`config.mk`:
```
export PLATFORM = sky130hd
export DESIGN_NAME = dcl_ctrl
export DESIGN_NICKNAME = d
export VERILOG_FILES = /design/src/common/dcl_pkg.sv /design/src/rtl/dcl_ctrl.sv
export SDC_FILE = /design/constraint.sdc
export NUM_CORES = 1
export LEC_CHECK = 0
export ABC_CLOCK_PERIOD_IN_PS = 9410
export BUFFER_PORTS_ARGS = -buffer_cell sky130_fd_sc_hd__buf_2
export CAP_MARGIN = 20
export CORE_MARGIN = 2
export CORE_UTILIZATION = 54
export DETAILED_ROUTE_END_ITERATION = 10
export GPL_ROUTABILITY_DRIVEN = 0
export PLACE_DENSITY = 0.71
export SKIP_LAST_GASP = 1
export SYNTH_ARGS = -nofsm -noshare
export SYNTH_HDL_FRONTEND = slang
export SYNTH_SLANG_ARGS = --single-unit
```
`constraint.sdc`:
```
create_clock -name clk_i -period 9.41 [get_ports clk_i]
set_clock_uncertainty 0.2 [all_clocks]
set_input_delay 0 -clock clk_i [delete_from_list [all_inputs] [get_ports clk_i]]
set_output_delay 0 -clock clk_i [all_outputs]
set_load 0.1 [all_outputs]
```
`src/common/dcl_pkg.sv`:
```
// Constants for the converter clock delay-lock controller
package dcl_pkg;
    // Register addresses on the serial configuration port
    localparam logic [14:0] ADDR_LOOP_CONTROL      = 15'h0091;
    localparam logic [14:0] ADDR_LOCK_STATUS       = 15'h0092;
    localparam logic [14:0] ADDR_SEARCH_GUARD_BAND = 15'h0093;
    localparam logic [14:0] ADDR_COARSE_SETPOINT   = 15'h0094;
    localparam logic [14:0] ADDR_FINE_SETPOINT     = 15'h0095;
    localparam logic [14:0] ADDR_TARGET_PHASE      = 15'h0096;
    localparam logic [14:0] ADDR_LOOP_BANDWIDTH    = 15'h0097;
    localparam logic [14:0] ADDR_READBACK_REQUEST  = 15'h0098;
    localparam logic [14:0] ADDR_COARSE_READBACK   = 15'h0099;
    localparam logic [14:0] ADDR_FINE_READBACK     = 15'h009A;
    localparam logic [14:0] ADDR_PHASE_READBACK    = 15'h009B;
    // Reset values
    localparam logic [7:0]  RST_LOOP_CONTROL       = 8'hF0;
    localparam logic [7:0]  RST_ZERO               = 8'h00;
    localparam logic [7:0]  RST_FINE_SETPOINT      = 8'h80;
    localparam logic [4:0]  RST_DESIRED_PHASE      = 5'h08;
    // Field positions of loop_control
    localparam int          CTL_ENABLE_BIT         = 0;
    localparam int          CTL_MODE_LSB           = 1;
    localparam int          CTL_SEARCH_LSB         = 3;
    localparam int          CTL_SLOPE_BIT          = 5;
    localparam int          CTL_SEARCH_ERR_BIT     = 6;
    localparam int          CTL_TRACK_ERR_BIT      = 7;
    // Field positions of lock_status
    localparam int          STS_LOCKED_BIT         = 0;
    localparam int          STS_LOST_BIT           = 1;
    localparam int          STS_FAIL_BIT           = 2;
    // Field positions of loop_bandwidth
    localparam int          BW_WEIGHT_LSB          = 0;
    localparam int          BW_FILT_LSB            = 2;
    // Controller modes
    localparam logic [1:0]  MODE_SEARCH_TRACK      = 2'h0;
    localparam logic [1:0]  MODE_TRACK_ONLY        = 2'h1;
    localparam logic [1:0]  MODE_SEARCH_ONLY       = 2'h2;
    // Serial frame: 16 instruction bits then 8 data bits
    localparam logic [4:0]  SPI_LAST_INSTR_BIT     = 5'h0F;
    localparam logic [4:0]  SPI_LAST_DATA_BIT      = 5'h17;
    // Controller update rate, in clock cycles between steps
    localparam logic [3:0]  UPDATE_DIV_CYC         = 4'h8;
    // Top of the coarse range; an upward search gives up on reaching it
    localparam logic [5:0]  COARSE_MAX             = 6'h3F;
    // Controller states
    typedef enum logic [1:0] {
        ST_IDLE   = 2'b00,
        ST_SEARCH = 2'b01,
        ST_TRACK  = 2'b10,
        ST_FAIL   = 2'b11
    } dcl_state_e;
endpackage : dcl_pkg

```
`src/rtl/dcl_ctrl.sv`:
```
// Delay-lock controller with its serial configuration registers
// Functional notes
// - Enable set runs closed loop from phase feedback; clear uses setpoints directly.
// - Read-only fail flag, status bit 2, set when lock cannot be achieved.
// - Lost-lock flag, status bit 1, set on dropping out of lock; cleared by writing zero.
// - Read-only locked flag, status bit 0, high while lock held; flags reset zero.
// - Six-bit coarse setpoint, reset zero, selects coarse delay.
// - Eight-bit fine setpoint, reset mid-scale, selects fine delay.
// - Three-bit filter bandwidth field smooths phase measurements, resets zero.
// - Request rising edge captures live coarse, fine and phase into readbacks.
// - Captured coarse value readable in read-only register, reset zero.
// - Captured fine value readable in eight-bit read-only register, reset zero.
`timescale 1ns/1ps
module dcl_ctrl
    import dcl_pkg::*;
(
    // Clock and reset
    input  wire logic       clk_i,
    input  wire logic       sys_rst_i,
    // Serial configuration port
    input  wire logic       spi_cs_n_i,
    input  wire logic       spi_sclk_i,
    input  wire logic       spi_sdi_i,
    output logic            spi_sdo_o,
    output logic            spi_sdo_oe_o,
    // Phase detector feedback, 0 to 16
    input  wire logic [4:0] phase_meas_i,
    // Delay line controls
    output logic [5:0]      coarse_delay_o,
    output logic [7:0]      fine_delay_o,
    output logic            locked_o
);
    // Registers
    logic [7:0]  loop_control_q;
    logic        lost_q;
    logic        fail_q;
    logic [3:0]  guard_q;
    logic [5:0]  coarse_set_q;
    logic [7:0]  fine_set_q;
    logic [4:0]  desired_phase_q;
    logic [2:0]  phase_filter_bandwidth_q;
    logic [1:0]  tracking_speed_q;
    logic        rb_req_q;
    logic [5:0]  coarse_delay_readback_q;
    logic [7:0]  fine_delay_readback_q;
    logic [4:0]  phase_readback_value_q;

    // Serial port state
    logic        sclk_prev_q;
    logic [4:0]  bit_cnt_q;
    logic [15:0] instr_q;
    logic [7:0]  wdata_q;
    logic [7:0]  rsh_q;
    logic        wr_stb;
    logic [7:0]  wr_data;
    logic [14:0] wr_addr;
    logic [7:0]  rdata;
    logic        sclk_rise;
    logic        sclk_fall;
    logic        is_read;

    assign sclk_rise = !spi_cs_n_i && spi_sclk_i && !sclk_prev_q;
    assign sclk_fall = !spi_cs_n_i && !spi_sclk_i && sclk_prev_q;
    assign is_read   = instr_q[15];
    assign wr_data   = {wdata_q[6:0], spi_sdi_i};
    assign wr_addr   = instr_q[14:0];
    assign wr_stb    = sclk_rise && (bit_cnt_q == SPI_LAST_DATA_BIT) && !is_read;

    always_ff @(posedge clk_i) begin
        if (sys_rst_i) begin
            sclk_prev_q <= 1'b0;
            bit_cnt_q   <= 5'h00;
            instr_q     <= 16'h0000;
            wdata_q     <= 8'h00;
        end else begin
            sclk_prev_q <= spi_sclk_i;
            if (spi_cs_n_i) begin
                bit_cnt_q <= 5'h00;
            end else if (sclk_rise) begin
                if (bit_cnt_q <= SPI_LAST_INSTR_BIT) begin
                    instr_q <= {instr_q[14:0], spi_sdi_i};
                end else begin
                    wdata_q <= wr_data;
                end
                if (bit_cnt_q != SPI_LAST_DATA_BIT) begin
                    bit_cnt_q <= bit_cnt_q + 5'h01;
                end
            end
        end
    end

    // Read data; reserved bits read as zero
    always_comb begin
        unique case ({instr_q[13:0], spi_sdi_i})
            ADDR_LOOP_CONTROL:      rdata = loop_control_q;
            ADDR_LOCK_STATUS:       rdata = {5'h00, fail_q, lost_q, locked_o};
            ADDR_SEARCH_GUARD_BAND: rdata = {4'h0, guard_q};
            ADDR_COARSE_SETPOINT:   rdata = {2'h0, coarse_set_q};
            ADDR_FINE_SETPOINT:     rdata = fine_set_q;
            ADDR_TARGET_PHASE:      rdata = {3'h0, desired_phase_q};
            ADDR_LOOP_BANDWIDTH:    rdata = {3'h0, phase_filter_bandwidth_q, tracking_speed_q};
            ADDR_READBACK_REQUEST:  rdata = {7'h00, rb_req_q};
            ADDR_COARSE_READBACK:   rdata = {2'h0, coarse_delay_readback_q};
            ADDR_FINE_READBACK:     rdata = fine_delay_readback_q;
            ADDR_PHASE_READBACK:    rdata = {3'h0, phase_readback_value_q};
            default:                rdata = 8'h00;
        endcase
    end

    // Read data is loaded at the last instruction bit and driven out on falling edges
    always_ff @(posedge clk_i) begin
        if (sys_rst_i) begin
            rsh_q        <= 8'h00;
            spi_sdo_o    <= 1'b0;
            spi_sdo_oe_o <= 1'b0;
        end else if (spi_cs_n_i) begin
            spi_sdo_oe_o <= 1'b0;
        end else if (sclk_rise && bit_cnt_q == SPI_LAST_INSTR_BIT && instr_q[14]) begin
            rsh_q <= rdata;
        end else if (sclk_fall && bit_cnt_q > SPI_LAST_INSTR_BIT && is_read) begin
            spi_sdo_o    <= rsh_q[7];
            spi_sdo_oe_o <= 1'b1;
            rsh_q        <= {rsh_q[6:0], 1'b0};
        end
    end

    // Software-written registers
    always_ff @(posedge clk_i) begin
        if (sys_rst_i) begin
            loop_control_q           <= RST_LOOP_CONTROL;
            guard_q                  <= RST_ZERO[3:0];
            coarse_set_q             <= RST_ZERO[5:0];
            fine_set_q               <= RST_FINE_SETPOINT;
            desired_phase_q          <= RST_DESIRED_PHASE;
            phase_filter_bandwidth_q <= RST_ZERO[2:0];
            tracking_speed_q         <= RST_ZERO[1:0];
            rb_req_q                 <= 1'b0;
        end else if (wr_stb) begin
            case (wr_addr)
                ADDR_LOOP_CONTROL:      loop_control_q  <= wr_data;
                ADDR_SEARCH_GUARD_BAND: guard_q         <= wr_data[3:0];
                ADDR_COARSE_SETPOINT:   coarse_set_q    <= wr_data[5:0];
                ADDR_FINE_SETPOINT:     fine_set_q      <= wr_data;
                ADDR_TARGET_PHASE:      desired_phase_q <= wr_data[4:0];
                ADDR_LOOP_BANDWIDTH: begin
                    phase_filter_bandwidth_q <= wr_data[BW_FILT_LSB +: 3];
                    tracking_speed_q         <= wr_data[BW_WEIGHT_LSB +: 2];
                end
                ADDR_READBACK_REQUEST:  rb_req_q        <= wr_data[0];
                default:                ;
            endcase
        end
    end

    // Phase filter: first-order smoothing with three fractional bits
    logic [7:0]        filt_q;
    logic signed [8:0] filt_diff;
    logic [4:0]        phase_now;
    assign filt_diff = $signed({1'b0, phase_meas_i, 3'b000}) - $signed({1'b0, filt_q});
    assign phase_now = filt_q[7:3];

    // Update-rate divider
    logic [3:0] div_q;
    logic       tick;
    assign tick = (div_q == UPDATE_DIV_CYC - 4'h1);

    always_ff @(posedge clk_i) begin
        if (sys_rst_i) begin
            div_q  <= 4'h0;
            filt_q <= {RST_DESIRED_PHASE, 3'b000};
        end else begin
            div_q  <= tick ? 4'h0 : div_q + 4'h1;
            // Shift is widened so the top bandwidth setting does not wrap to no smoothing
            filt_q <= filt_q + 8'(filt_diff >>> (4'(phase_filter_bandwidth_q) + 4'h1));
        end
    end

    // Loop error and decisions
    logic              enable;
    logic [1:0]        mode;
    logic signed [5:0] err;
    logic [4:0]        err_abs;
    logic              in_band;
    logic              step_up;
    logic [7:0]        fine_step;
    assign enable    = loop_control_q[CTL_ENABLE_BIT];
    assign mode      = loop_control_q[CTL_MODE_LSB +: 2];
    assign err       = $signed({1'b0, phase_now}) - $signed({1'b0, desired_phase_q});
    assign err_abs   = err[5] ? 5'(-err) : err[4:0];
    assign in_band   = err_abs <= {1'b0, guard_q};
    // Slope selects which side of the target lengthens the delay
    assign step_up   = err[5] ^ !loop_control_q[CTL_SLOPE_BIT];
    assign fine_step = 8'h01 << tracking_speed_q;

    dcl_state_e  state_q;
    logic [5:0]  coarse_q;
    logic [7:0]  fine_q;
    logic        down_q;
    logic        lost_evt;
    logic        lost_clr;

    // Controller sequencing; search sweeps coarse, track trims fine
    always_ff @(posedge clk_i) begin
        if (sys_rst_i) begin
            state_q  <= ST_IDLE;
            coarse_q <= RST_ZERO[5:0];
            fine_q   <= RST_FINE_SETPOINT;
            down_q   <= 1'b0;
            locked_o <= 1'b0;
            fail_q   <= 1'b0;
        end else if (!enable) begin
            // Open loop: delay lines follow the setpoints
            state_q  <= ST_IDLE;
            coarse_q <= coarse_set_q;
            fine_q   <= fine_set_q;
            locked_o <= 1'b0;
        end else if (tick) begin
            case (state_q)
                ST_IDLE: begin
                    state_q <= (mode == MODE_TRACK_ONLY) ? ST_TRACK : ST_SEARCH;
                    down_q  <= loop_control_q[CTL_SEARCH_LSB];
                end
                ST_SEARCH: begin
                    // Search-only mode stays here, so lock must also drop here
                    locked_o <= in_band;
                    if (in_band) begin
                        fail_q   <= 1'b0;
                        if (mode != MODE_SEARCH_ONLY) begin
                            state_q <= ST_TRACK;
                        end
                    end else if ((down_q && coarse_q == 6'h00) ||
                                 (!down_q && coarse_q == COARSE_MAX)) begin
                        fail_q  <= 1'b1;
                        if (loop_control_q[CTL_SEARCH_ERR_BIT]) begin
                            coarse_q <= coarse_set_q;
                        end else begin
                            state_q <= ST_FAIL;
                        end
                    end else begin
                        coarse_q <= down_q ? coarse_q - 6'h01 : coarse_q + 6'h01;
                    end
                end
                ST_TRACK: begin
                    locked_o <= in_band;
                    if (!in_band && loop_control_q[CTL_TRACK_ERR_BIT]) begin
                        state_q <= ST_SEARCH;
                    end else if (!in_band) begin
                        fine_q <= step_up ? fine_q + fine_step : fine_q - fine_step;
                    end
                end
                ST_FAIL: state_q <= ST_FAIL;
                default: state_q <= ST_IDLE;
            endcase
        end
    end

    // Lost lock is sticky; a new loss wins over a software clear in the same cycle
    assign lost_evt = tick && locked_o && !in_band && enable &&
                      (state_q == ST_TRACK || state_q == ST_SEARCH);
    assign lost_clr = wr_stb && wr_addr == ADDR_LOCK_STATUS && !wr_data[STS_LOST_BIT];

    always_ff @(posedge clk_i) begin
        if (sys_rst_i) begin
            lost_q <= 1'b0;
        end else if (lost_evt) begin
            lost_q <= 1'b1;
        end else if (lost_clr) begin
            lost_q <= 1'b0;
        end
    end

    // Delay line outputs
    always_ff @(posedge clk_i) begin
        if (sys_rst_i) begin
            coarse_delay_o <= RST_ZERO[5:0];
            fine_delay_o   <= RST_FINE_SETPOINT;
        end else begin
            coarse_delay_o <= coarse_q;
            fine_delay_o   <= fine_q;
        end
    end

    // Readback capture only on a zero-to-one request write
    logic rb_capture;
    assign rb_capture = wr_stb && wr_addr == ADDR_READBACK_REQUEST && wr_data[0] && !rb_req_q;

    always_ff @(posedge clk_i) begin
        if (sys_rst_i) begin
            coarse_delay_readback_q <= RST_ZERO[5:0];
            fine_delay_readback_q   <= RST_ZERO;
            phase_readback_value_q  <= RST_ZERO[4:0];
        end else if (rb_capture) begin
            coarse_delay_readback_q <= coarse_q;
            fine_delay_readback_q   <= fine_q;
            phase_readback_value_q  <= phase_now;
        end
    end

    // Checks
    chk_open_loop_follow: assert property (@(posedge clk_i) disable iff (sys_rst_i)
        !enable ##1 !enable |=> coarse_delay_o == $past(coarse_set_q, 2))
        else $error("Open loop coarse does not follow setpoint");
    chk_fail_cleared_lock: assert property (@(posedge clk_i) disable iff (sys_rst_i)
        $rose(fail_q) |-> state_q inside {ST_SEARCH, ST_FAIL} && !$past(in_band))
        else $error("Fail flag raised without failed search");
    chk_lost_on_drop: assert property (@(posedge clk_i) disable iff (sys_rst_i)
        lost_evt |=> lost_q)
        else $error("Lost lock not flagged");
    chk_locked_disabled: assert property (@(posedge clk_i) disable iff (sys_rst_i)
        !enable |=> !locked_o)
        else $error("Locked while controller disabled");
    chk_coarse_write: assert property (@(posedge clk_i) disable iff (sys_rst_i)
        wr_stb && wr_addr == ADDR_COARSE_SETPOINT |=> coarse_set_q == $past(wr_data[5:0]))
        else $error("Coarse setpoint write lost");
    chk_fine_write: assert property (@(posedge clk_i) disable iff (sys_rst_i)
        wr_stb && wr_addr == ADDR_FINE_SETPOINT |=> fine_set_q == $past(wr_data))
        else $error("Fine setpoint write lost");
    chk_readback_edge: assert property (@(posedge clk_i) disable iff (sys_rst_i)
        rb_capture |=> fine_delay_readback_q == $past(fine_q)
                    && coarse_delay_readback_q == $past(coarse_q))
        else $error("Readback not captured on request edge");
    chk_readback_hold: assert property (@(posedge clk_i) disable iff (sys_rst_i)
        !rb_capture |=> $stable(coarse_delay_readback_q) && $stable(fine_delay_readback_q))
        else $error("Readback changed without request");
    chk_lost_sticky: assert property (@(posedge clk_i) disable iff (sys_rst_i)
        lost_q && !lost_clr |=> lost_q)
        else $error("Lost lock flag cleared without write");
    cov_lock: cover property (@(posedge clk_i) disable iff (sys_rst_i) $rose(locked_o));
    cov_lost: cover property (@(posedge clk_i) disable iff (sys_rst_i) $rose(lost_q));
    cov_capture: cover property (@(posedge clk_i) disable iff (sys_rst_i) rb_capture);
endmodule : dcl_ctrl

```
==> results_dict.tcl, run 1 <==
set metrics [dict create \
    status "complete, no violations" \
    wire_per_inst_um 16.1 \
    tns_ns 0 \
    synth_edf_count 0 \
    cp_cell_sequence "inv_1 -> ha_1 -> and3b_1 -> o21a_1 -> o21ai_0 -> nand2_1 -> a31oi_1 -> nor2_1 -> a21oi_1 -> ha_1 -> a21o_1 -> a21oi_1 -> nor2b_1 -> o21a_1 -> o41ai_1 -> xnor2_1 -> xnor2_1 -> nor2_1" \
    die_h_um 124 \
    placed_cell_area_um2 8040 \
    dieWidth_um 124 \
    fill_cells 1293 \
    grt_pass1_vias 6016 \
    dp_hpwl_um 13000 \
    clock_latency_ns 0.42 \
    synthesis.area_um2 7840 \
    num_antenna_cells 0 \
    drv_slew 0 \
    clock_sinks 141 \
    relSlewSlack 0.320 \
    drv_cap 0 \
    yosys.area.top_type "dfxtp_1" \
    grtUsageTotal 0.240 \
    placed_cells 1099 \
    yosys_warnings 0 \
    critical_path.max_stage_delay_ns 0.48 \
    overflow 0 \
    crit_type "reg2reg" \
    clock_path_buffers 2 \
    endpoint_kind "flip-flop" \
    grt_pass1_wl_um 30500 \
    ys_async_sr_fraction 0 \
    initial_core_util 0.545 \
    io_pins 27 \
    syn2layout_area_growth_pct 11.0 \
    period_needed_ns 4.26 \
    core-area_um2 14400 \
    clk_pin_slew_ns 0.06 \
    grt_start_max_net_pins 86 \
    dr.first_iter.drc_count 472 \
    syn-num-nets 989 \
    final_cells 1135 \
    drc 0 \
    netlist_instances 931 \
    antenna_found_initial 0 \
    power_frac_comb 0.357 \
    yosysSeqAreaShare 0.360 \
    cts_tree "built" \
    holdWs_ns 0.0274 \
    syn_area_per_cell_um2 8.42 \
    cp_slowest_cell "a31oi_1" \
    period_share 0.453 \
    synth_top_cell_area_share 0.360 \
    vdd_drop_max_mv 0.114 \
    routed_wl_um 18300 \
    multiInputGateArea_um2 4650 \
    die_area_um2 15500 \
    rows 44 \
    viasPerCell 5.74 \
    yosys-top-cells-area "dfxtp_1, mux2i_1, ha_1, nor2_1, nand2_1" \
    intPower_mw 1.37 \
    root_buffer "clkbuf_16" \
    synth.distinct_cells 75 \
    firstDrtPassIters 5 \
    antenna_left 0 \
    ys_ff_latch 141 \
    cts_max_level 4 \
    max_freq_mhz 235 \
    num_vias 6518 \
    power.density_nw_per_um2 236 \
    rsz0062_at_grt "no" \
    pwr-share-seq 0.311 \
    start_kind "flip-flop" \
    cts_buffers 17 \
    p_leak_nw 3.72 \
    finalSetupViolations 0 \
    switching_power_mw 0.679 \
    hold_violations 0 \
    port_buffers 26 \
    postLayoutCoreUtil 0.605 \
    hold_path_class "in2reg" \
    swShare 0.330 \
    tightestPinTransition_ns 1.02 \
    required_ns 9.48 \
    clkPwrFrac 0.332 \
    nNetsFinal 996 \
    drive_gt1_frac 0.0894 \
    critPathMaxFanout 7 \
    fin_area_um2 8690 \
    worstPathArrival_ns 4.33 \
    seqCellArea_um2 2820 \
    ys.flop_type "dfxtp_1" \
    reg2reg_slack_ns 5.15 \
]
worst paths after layout:
check | end | startpoint | depth (start not counted)
worst max-delay path | filt_q[7] | filt_q[3] | 18
worst min-delay path | fine_set_q[0] | spi_sdi_i | 3
worst min register to register | spi_sdo_o | spi_sdo_o | 2
worst max register to register | filt_q[7] | filt_q[3] | 18
placed cells by master, fill, tap and decap left out, drive strengths merged, types with 18 or more instances in the layout:
cell | synthesis | routed
a21oi | 60 | 60
buf | 8 | 30
clkbuf | 38 | 22
dfxtp | 141 | 141
ha | 44 | 44
inv | 46 | 46
mux2i | 78 | 78
nand2 | 109 | 109
nand3 | 19 | 19
nor2 | 125 | 125
nor2b | 19 | 19
nor3 | 18 | 18
o21ai | 28 | 28
xnor2 | 22 | 22
logic make-up after synthesis:
family	after synthesis	synth area share
buffers and inverters	92	0.0463
AND/OR/NAND/NOR	350	0.209
flip-flops	141	0.360
adder cells (fa/ha/maj)	48	0.0805
XOR/XNOR	31	0.0346
AO/OA/AOI/OAI	185	0.159
multiplexers	84	0.110
timing repair:
item                      CTS  global route
hold endpoints to repair   54             0
hold buffers                4             0
resized for setup           0             0
setup buffers               0             0
area by class of cell:
class	instances	share of cell area
Timing Repair Buffer	34	0.0233
Multi-Input combinational cell	698	0.535
Inverter	46	0.0199
Tap cell	184	0.0265
Clock buffer	22	0.0545
Clock inverter	10	0.0158
Sequential cell	141	0.325
critical path: cells and delay by family (launching register included):
kind	cells	cell delay (ns)
AO/OA/AOI/OAI	8	1.95
adder cells (fa/ha/maj)	2	0.60
AND/OR/NAND/NOR	5	0.59
flip-flops	1	0.35
XOR/XNOR	2	0.34
buffers and inverters	1	0.09
Yosys cell counts, types with 3 or more instances:
cell type  number
a211o_1         9
a211oi_1       12
a21o_1         13
a21oi_1        60
a221oi_1        4
a222oi_1        4
a22oi_1         7
a31oi_1        10
a32oi_1         3
and2_1          4
and3_1         11
buf_2           4
buf_4           3
clkbuf_1       37
dfxtp_1       141
fa_1            4
ha_1           44
inv_1          46
mux2_2          5
mux2i_1        77
nand2_1       109
nand2b_1        4
nand3_1        18
nand3b_1        8
nor2_1        125
nor2b_1        19
nor3_1         18
nor3b_1         4
nor3b_2         3
nor4_1          5
o211ai_1        3
o21a_1          3
o21ai_0        27
or2_2           4
xnor2_1        22
xor2_1          9
per-stage QoR:
stage | worst slack [ns] | power [mW]
2_1_floorplan | 5.63 | 1.24
3_3_place_gp | 5.23 | 1.36
3_5_place_dp | 5.15 | 1.38
4_1_cts | 5.13 | 2.06
5_1_grt | 4.68 | 2.19
6_report | 5.15 | 2.05
flip-flops by register name (all words and copies together), names as in the netlist, 5 cells and up:
signal                   flops
wdata_q                      7
fine_set_q                   8
instr_q                     16
loop_control_q               8
fine_delay_readback_q        8
coarse_delay_o               6
filt_q                       8
coarse_delay_readback_q      6
coarse_set_q                 6
phase_readback_value_q       5
bit_cnt_q                    5
fine_delay_o                 8
rsh_q                        8
desired_phase_q              5
fine_q                       8
coarse_q                     6
power groups by stage:
| stage | registers (mW) | logic, mW | clock network (mW) |
|---|---|---|---|
| floorplan | 0.641 | 0.598 | 0 |
| global placement | 0.651 | 0.711 | 0 |
| detailed placement | 0.652 | 0.727 | 0 |
| CTS | 0.639 | 0.731 | 0.691 |
| global route | 0.641 | 0.825 | 0.721 |
| finish | 0.639 | 0.732 | 0.682 |
routing by layer:
metal / up-vias / GRT usage / wire (µm)
li1: 3279 / - / -
met1: 3056 / 0.328 / 8580
met2: 158 / 0.381 / 8480
met3: 25 / 0.0455 / 895
met4: 0 / 0.0820 / 325
met5: - / 0 / 0
Note: power is estimated with default switching activity, not from simulation.
==> run 2: changes to the inputs <==
Settings changed: ABC_CLOCK_PERIOD_IN_PS 9410 to 3440, PLACE_DENSITY 0.71 to 0.74.
Clock period 9.41 ns to 3.44 ns, I/O delays scaled along.
==> run 2 against run 1 <==
The flow now finishes with violations (negative setup slack). Critical endpoint is now coarse_q[2]. Count of clock-buffer cells in the layout down 5. Worst setup slack lost 5.4 ns. Sequential cell count did not move. Sequential share of layout area is 3.4 points lower. Final cell count up 7.3%. Clock power increased to 3.0 times the previous value. Highest routed layer unchanged.
==> results_dict.tcl, run 2 (synthesis gave the netlist of run 1 again) <==
set metrics [dict create \
    core-area_um2 14400 \
    crit_type "reg2reg" \
    final_common_cell "dfxtp_1" \
    die_area_um2 15500 \
    clock_latency_ns 0.43 \
    cts_tree "built" \
    violations "negative setup slack" \
    grt_pass1_vias 6787 \
    grt_start_max_net_pins 87 \
    status "finished with violations" \
    fill_cells 1110 \
    wire_per_inst_um 17.0 \
    dieWidth_um 124 \
    endpoint_kind "flip-flop" \
    hold_path_class "reg2reg" \
    fin_area_um2 9760 \
    drc 0 \
    tns_ns -4.02 \
    rows 44 \
    cts_buffers 17 \
    holdWs_ns 0.249 \
    antenna_left 0 \
    relSlewSlack 0.433 \
    period_share 1.07 \
    dp_hpwl_um 13900 \
    num_vias 6974 \
    finalSetupViolations 21 \
    placed_cell_area_um2 8700 \
    tightestPinTransition_ns 0.850 \
    required_ns 3.52 \
    port_buffers 26 \
    routed_wl_um 20700 \
    antenna_found_initial 0 \
    grtUsageTotal 0.266 \
    clock_path_buffers 2 \
    viasPerCell 5.73 \
    period_needed_ns 3.70 \
    vdd_drop_max_mv 0.722 \
    grt_pass1_wl_um 33600 \
    layout_setup_ws_ns -0.255 \
    p_leak_nw 4.24 \
    dr.first_iter.drc_count 538 \
    top_register "instr_q" \
    clock_sinks 141 \
    max_freq_mhz 271 \
    cts_max_level 4 \
    start_kind "flip-flop" \
    nNetsFinal 1079 \
    power.density_nw_per_um2 722 \
    rr_worst_depth 16 \
    root_buffer "clkbuf_16" \
    die_h_um 124 \
    syn2layout_area_growth_pct 24.6 \
    clk_pin_slew_ns 0.06 \
    critPathMaxFanout 7 \
    rsz0062_at_grt "yes" \
    drv_cap 0 \
    num_antenna_cells 0 \
    initial_core_util 0.545 \
    layout_common_cells "dfxtp_1, nor2_1, nand2_1" \
    io_pins 27 \
    firstDrtPassIters 5 \
    largest_reg_flops 16 \
    drv_slew 0 \
    hold_depth 2 \
    hold_violations 0 \
    drive_gt1_frac 0.223 \
    worstPathArrival_ns 3.78 \
    overflow 0 \
]
==> run 2: cell count changes in the layout (fill, tap and decap cells not counted), moves of 6 or more <==
cell,delta
a21oi_1,-9
a21oi_2,+7
buf_4,+76
clkinv_4,+7
dfxtp_1,-8
ha_1,-11
ha_4,+10
inv_1,-6
==> run 2: power breakdown <==
group	internal [mW]	leakage, nW	switching (mW)
Combinational	1.71	2.78	1.55
Clock	1.30	0.318	0.755
Sequential	1.69	1.14	0.0485
==> run 2: critical path, stage by stage (launching register included) <==
cell	delay, ns
dfxtp_2	0.34
inv_4	0.07
ha_4	0.13
inv_2	0.03
fa_1	0.51
inv_2	0.07
ha_4	0.23
mux2_4	0.28
ha_4	0.27
nand3_4	0.07
buf_6	0.12
o22a_1	0.22
nor3_2	0.21
mux2i_4	0.19
a31oi_4	0.32
mux2i_1	0.23
nor2_1	0.05
==> run 2: stage by stage <==
| stage | setup WS, ns | cells | total power, mW | utilization |
|---|---|---|---|---|
| CTS | -0.246 | 1211 | 6.73 | 0.667 |
| global route | -0.418 | 1218 | 7.44 | 0.680 |
| detailed placement | -0.286 | 1169 | 4.40 | 0.605 |
| finish | -0.255 | 1218 | 7.05 | 0.680 |
| global placement | -0.260 | 1169 | 4.36 | 0.605 |
| floorplan | -0.0808 | 931 | 3.55 | - |
==> run 2: timing repair <==
action / in CTS / in global routing
hold buffers: 6 / 0
endpoints found under the hold margin: 62 / 0
endpoints found under the setup margin: 23 / 23
setup buffers: 4 / 7
pin swaps: 24 / 22
resized for setup: 30 / 33
==> run 2: cell type report <==
cell class / count / area [µm²] / share of cell area
Multi-Input combinational cell: 698 / 5000 / 0.512
Clock inverter: 15 / 236 / 0.0242
Clock buffer: 17 / 425 / 0.0436
Sequential cell: 141 / 2840 / 0.291
Timing Repair Buffer: 117 / 858 / 0.0879
Tap cell: 184 / 230 / 0.0236
Inverter: 46 / 175 / 0.0179
==> run 2: layer usage <==
metal | vias to the layer above | share of wire | GRT usage
met5 | - | 0 | 0
met4 | 0 | 0.026 | 0.0958
met3 | 40 | 0.053 | 0.0619
met2 | 165 | 0.48 | 0.432
met1 | 3317 | 0.44 | 0.348
li1 | 3452 | - | -
==> run 2: worst paths after layout <==
kind	from	to	slack [ns]
max	filt_q[3]	coarse_q[2]	-0.26
min	rsh_q[7]	spi_sdo_o	0.25
max reg2reg	filt_q[3]	coarse_q[2]	-0.26
min reg2reg	rsh_q[7]	spi_sdo_o	0.25
==> run 3: changes to the inputs <==
==> constraint.sdc (replaced) <==
create_clock -name clk_i -period 3.44 [get_ports clk_i]
set_clock_uncertainty 0.2 [all_clocks]
set_input_delay 0.344 -clock clk_i [delete_from_list [all_inputs] [get_ports clk_i]]
set_output_delay 0.344 -clock clk_i [all_outputs]
set_load 0.1 [all_outputs]
==> run 3 against run 2 <==
Combinational power increased by 9.8%. Largest cell class unchanged. Via count rose by 2.3%. Count of clock-buffer cells in the layout grew 3. The run still ends with negative setup slack left. Clock power shrank 10%. Final cell count down 0.25%. Routed wire length up 2.7%. Worst setup slack worse by 0.19 ns. Sequential share of layout area is 0.15 points lower. First-iteration DRC count up 48%. Worst hold slack worse by 0.15 ns.
==> results_dict.tcl, run 3 (synthesis gave the netlist of run 1 again) <==
set metrics [dict create \
    grt_start_max_net_pins 60 \
    period_needed_ns 3.89 \
    period_share 1.13 \
    p_leak_nw 4.23 \
    wire_per_inst_um 17.5 \
    multiInputGateArea_um2 5130 \
    syn2layout_area_growth_pct 25.1 \
    max_freq_mhz 257 \
    clkPwrFrac 0.257 \
    viasPerCell 5.87 \
    clock_path_buffers 2 \
    rsz0062_at_grt "yes" \
    dieWidth_um 124 \
    firstDrtPassIters 5 \
    violations "negative setup slack" \
    finalSetupViolations 22 \
    power_frac_comb 0.499 \
    cp_cell_sequence "inv_4 -> ha_4 -> and3b_2 -> o21a_1 -> o21ai_2 -> nand2_4 -> o311ai_4 -> o31ai_2 -> o211ai_1 -> a21oi_2 -> ha_1 -> a21o_1 -> a21oi_4 -> nor2b_2 -> o21a_1 -> o41ai_2 -> xnor2_1 -> xnor2_1 -> nor2_1" \
    root_buffer "clkbuf_16" \
    critical-path-top-delay-family "compound AO/OA/AOI/OAI gates" \
    endpoint_kind "flip-flop" \
    nNetsFinal 1076 \
    fill_cells 1107 \
    die_area_um2 15500 \
    core-area_um2 14400 \
    drive_gt1_frac 0.238 \
    num_vias 7131 \
    dp_hpwl_um 14000 \
    cts_max_level 4 \
    final_common_cell "dfxtp_1" \
    routed_wl_um 21200 \
    cp_slowest_cell "dfxtp_2" \
    start_kind "flip-flop" \
    initial_core_util 0.545 \
    drv_cap 0 \
    overflow 0 \
    drc 0 \
    cts_tree "built" \
    postLayoutCoreUtil 0.683 \
    grt_pass1_vias 6766 \
    clock_latency_ns 0.42 \
    power.density_nw_per_um2 730 \
    hold_violations 0 \
    antenna_found_initial 0 \
    num_antenna_cells 0 \
    switching_power_mw 2.54 \
    cts_buffers 17 \
    pwr-share-seq 0.244 \
    grt_pass1_wl_um 33400 \
    largest_reg_flops 16 \
    crit_type "reg2reg" \
    rows 44 \
    critPathMaxFanout 3 \
    layout_common_cells "dfxtp_1, nor2_1, nand2_1" \
    final_cells 1215 \
    tightestPinTransition_ns 0.717 \
    intPower_mw 4.62 \
    clk_pin_slew_ns 0.06 \
    status "finished with violations" \
    worstPathArrival_ns 3.98 \
    grtUsageTotal 0.264 \
    top_register "instr_q" \
    relSlewSlack 0.520 \
    drv_slew 0 \
    swShare 0.355 \
    seqCellArea_um2 2840 \
    antenna_left 0 \
    layout_setup_ws_ns -0.449 \
    dr.first_iter.drc_count 794 \
    placed_cells 1167 \
    die_h_um 124 \
    port_buffers 26 \
    critical_path.max_stage_delay_ns 0.35 \
    clock_sinks 141 \
    required_ns 3.53 \
    io_pins 27 \
    vdd_drop_max_mv 0.788 \
    path_buf_inv 1 \
    hold_path_class "in2reg" \
]
==> run 3: cell count changes in the layout (fill, tap and decap cells not counted), sizes merged, moves of 2 or more <==
cell / change
clkinv: -2
clkbuf: +3
bufinv: -3
dlygate4sd3: -5
buf: +2
==> run 3: metrics by stage <==
| step | power (mW) | hold WS [ns] | setup WS, ns | setup TNS (ns) | area (µm²) |
|---|---|---|---|---|---|
| 5_1_grt | 7.51 | 0.126 | -0.594 | -8.99 | 9810 |
| 3_5_place_dp | 4.42 | 0.247 | -0.393 | -4.91 | 8680 |
| 2_1_floorplan | 3.55 | 0.230 | -0.0808 | -0.327 | 7950 |
| 6_report | 7.15 | 0.102 | -0.449 | -5.59 | 9810 |
| 3_3_place_gp | 4.35 | 0.240 | -0.261 | -3.56 | 8680 |
| 4_1_cts | 6.68 | 0.0903 | -0.216 | -2.90 | 9590 |
==> run 3: layout make-up <==
class / instances / share of cell area
Clock buffer: 20 / 0.0466
Clock inverter: 12 / 0.0137
Inverter: 46 / 0.0179
Multi-Input combinational cell: 698 / 0.523
Sequential cell: 141 / 0.289
Tap cell: 184 / 0.0235
Timing Repair Buffer: 114 / 0.0862
==> run 3: what timing repair did <==
item,4_1_cts,5_1_grt
setup endpoints to repair,23,23
pin swaps,45,18
gates resized for setup,50,37
hold endpoints to repair,1,0
setup buffers,11,4
hold buffers,1,0
==> run 3: worst reg2reg max path, cell delays in order, from the launching register on <==
cell      delay [ns]
dfxtp_2         0.35
inv_4           0.05
ha_4            0.21
and3b_2         0.20
o21a_1          0.21
o21ai_2         0.20
nand2_4         0.12
o311ai_4        0.26
o31ai_2         0.10
o211ai_1        0.13
a21oi_2         0.09
ha_1            0.28
a21o_1          0.20
a21oi_4         0.17
nor2b_2         0.07
o21a_1          0.19
o41ai_2         0.30
xnor2_1         0.23
xnor2_1         0.16
nor2_1          0.05
==> run 3: metal layers <==
layer	up-vias	global-route usage	routed length (µm)
li1	3437	-	-
met1	3397	0.344	9320
met2	236	0.431	10100
met3	61	0.0447	1080
met4	0	0.116	741
met5	-	0	0
==> run 3: path summary, 6_finish.rpt <==
path	to	depth (start not counted)	slack, ns	start
setup reg to reg	filt_q[7]	19	-0.45	filt_q[3]
setup / recovery	filt_q[7]	19	-0.45	filt_q[3]
hold reg to reg	phase_readback_value_q[3]	2	0.25	phase_readback_value_q[3]
hold / removal	bit_cnt_q[0]	3	0.10	spi_cs_n_i
==> run 3: power by group through the flow <==
stage          Clock (mW)  Sequential [mW]  Combinational [mW]
6_report             1.84             1.75                3.57
5_1_grt              1.92             1.75                3.84
4_1_cts              1.85             1.74                3.09
3_5_place_dp            0             1.77                2.65
3_3_place_gp            0             1.76                2.59
2_1_floorplan           0             1.76                1.79
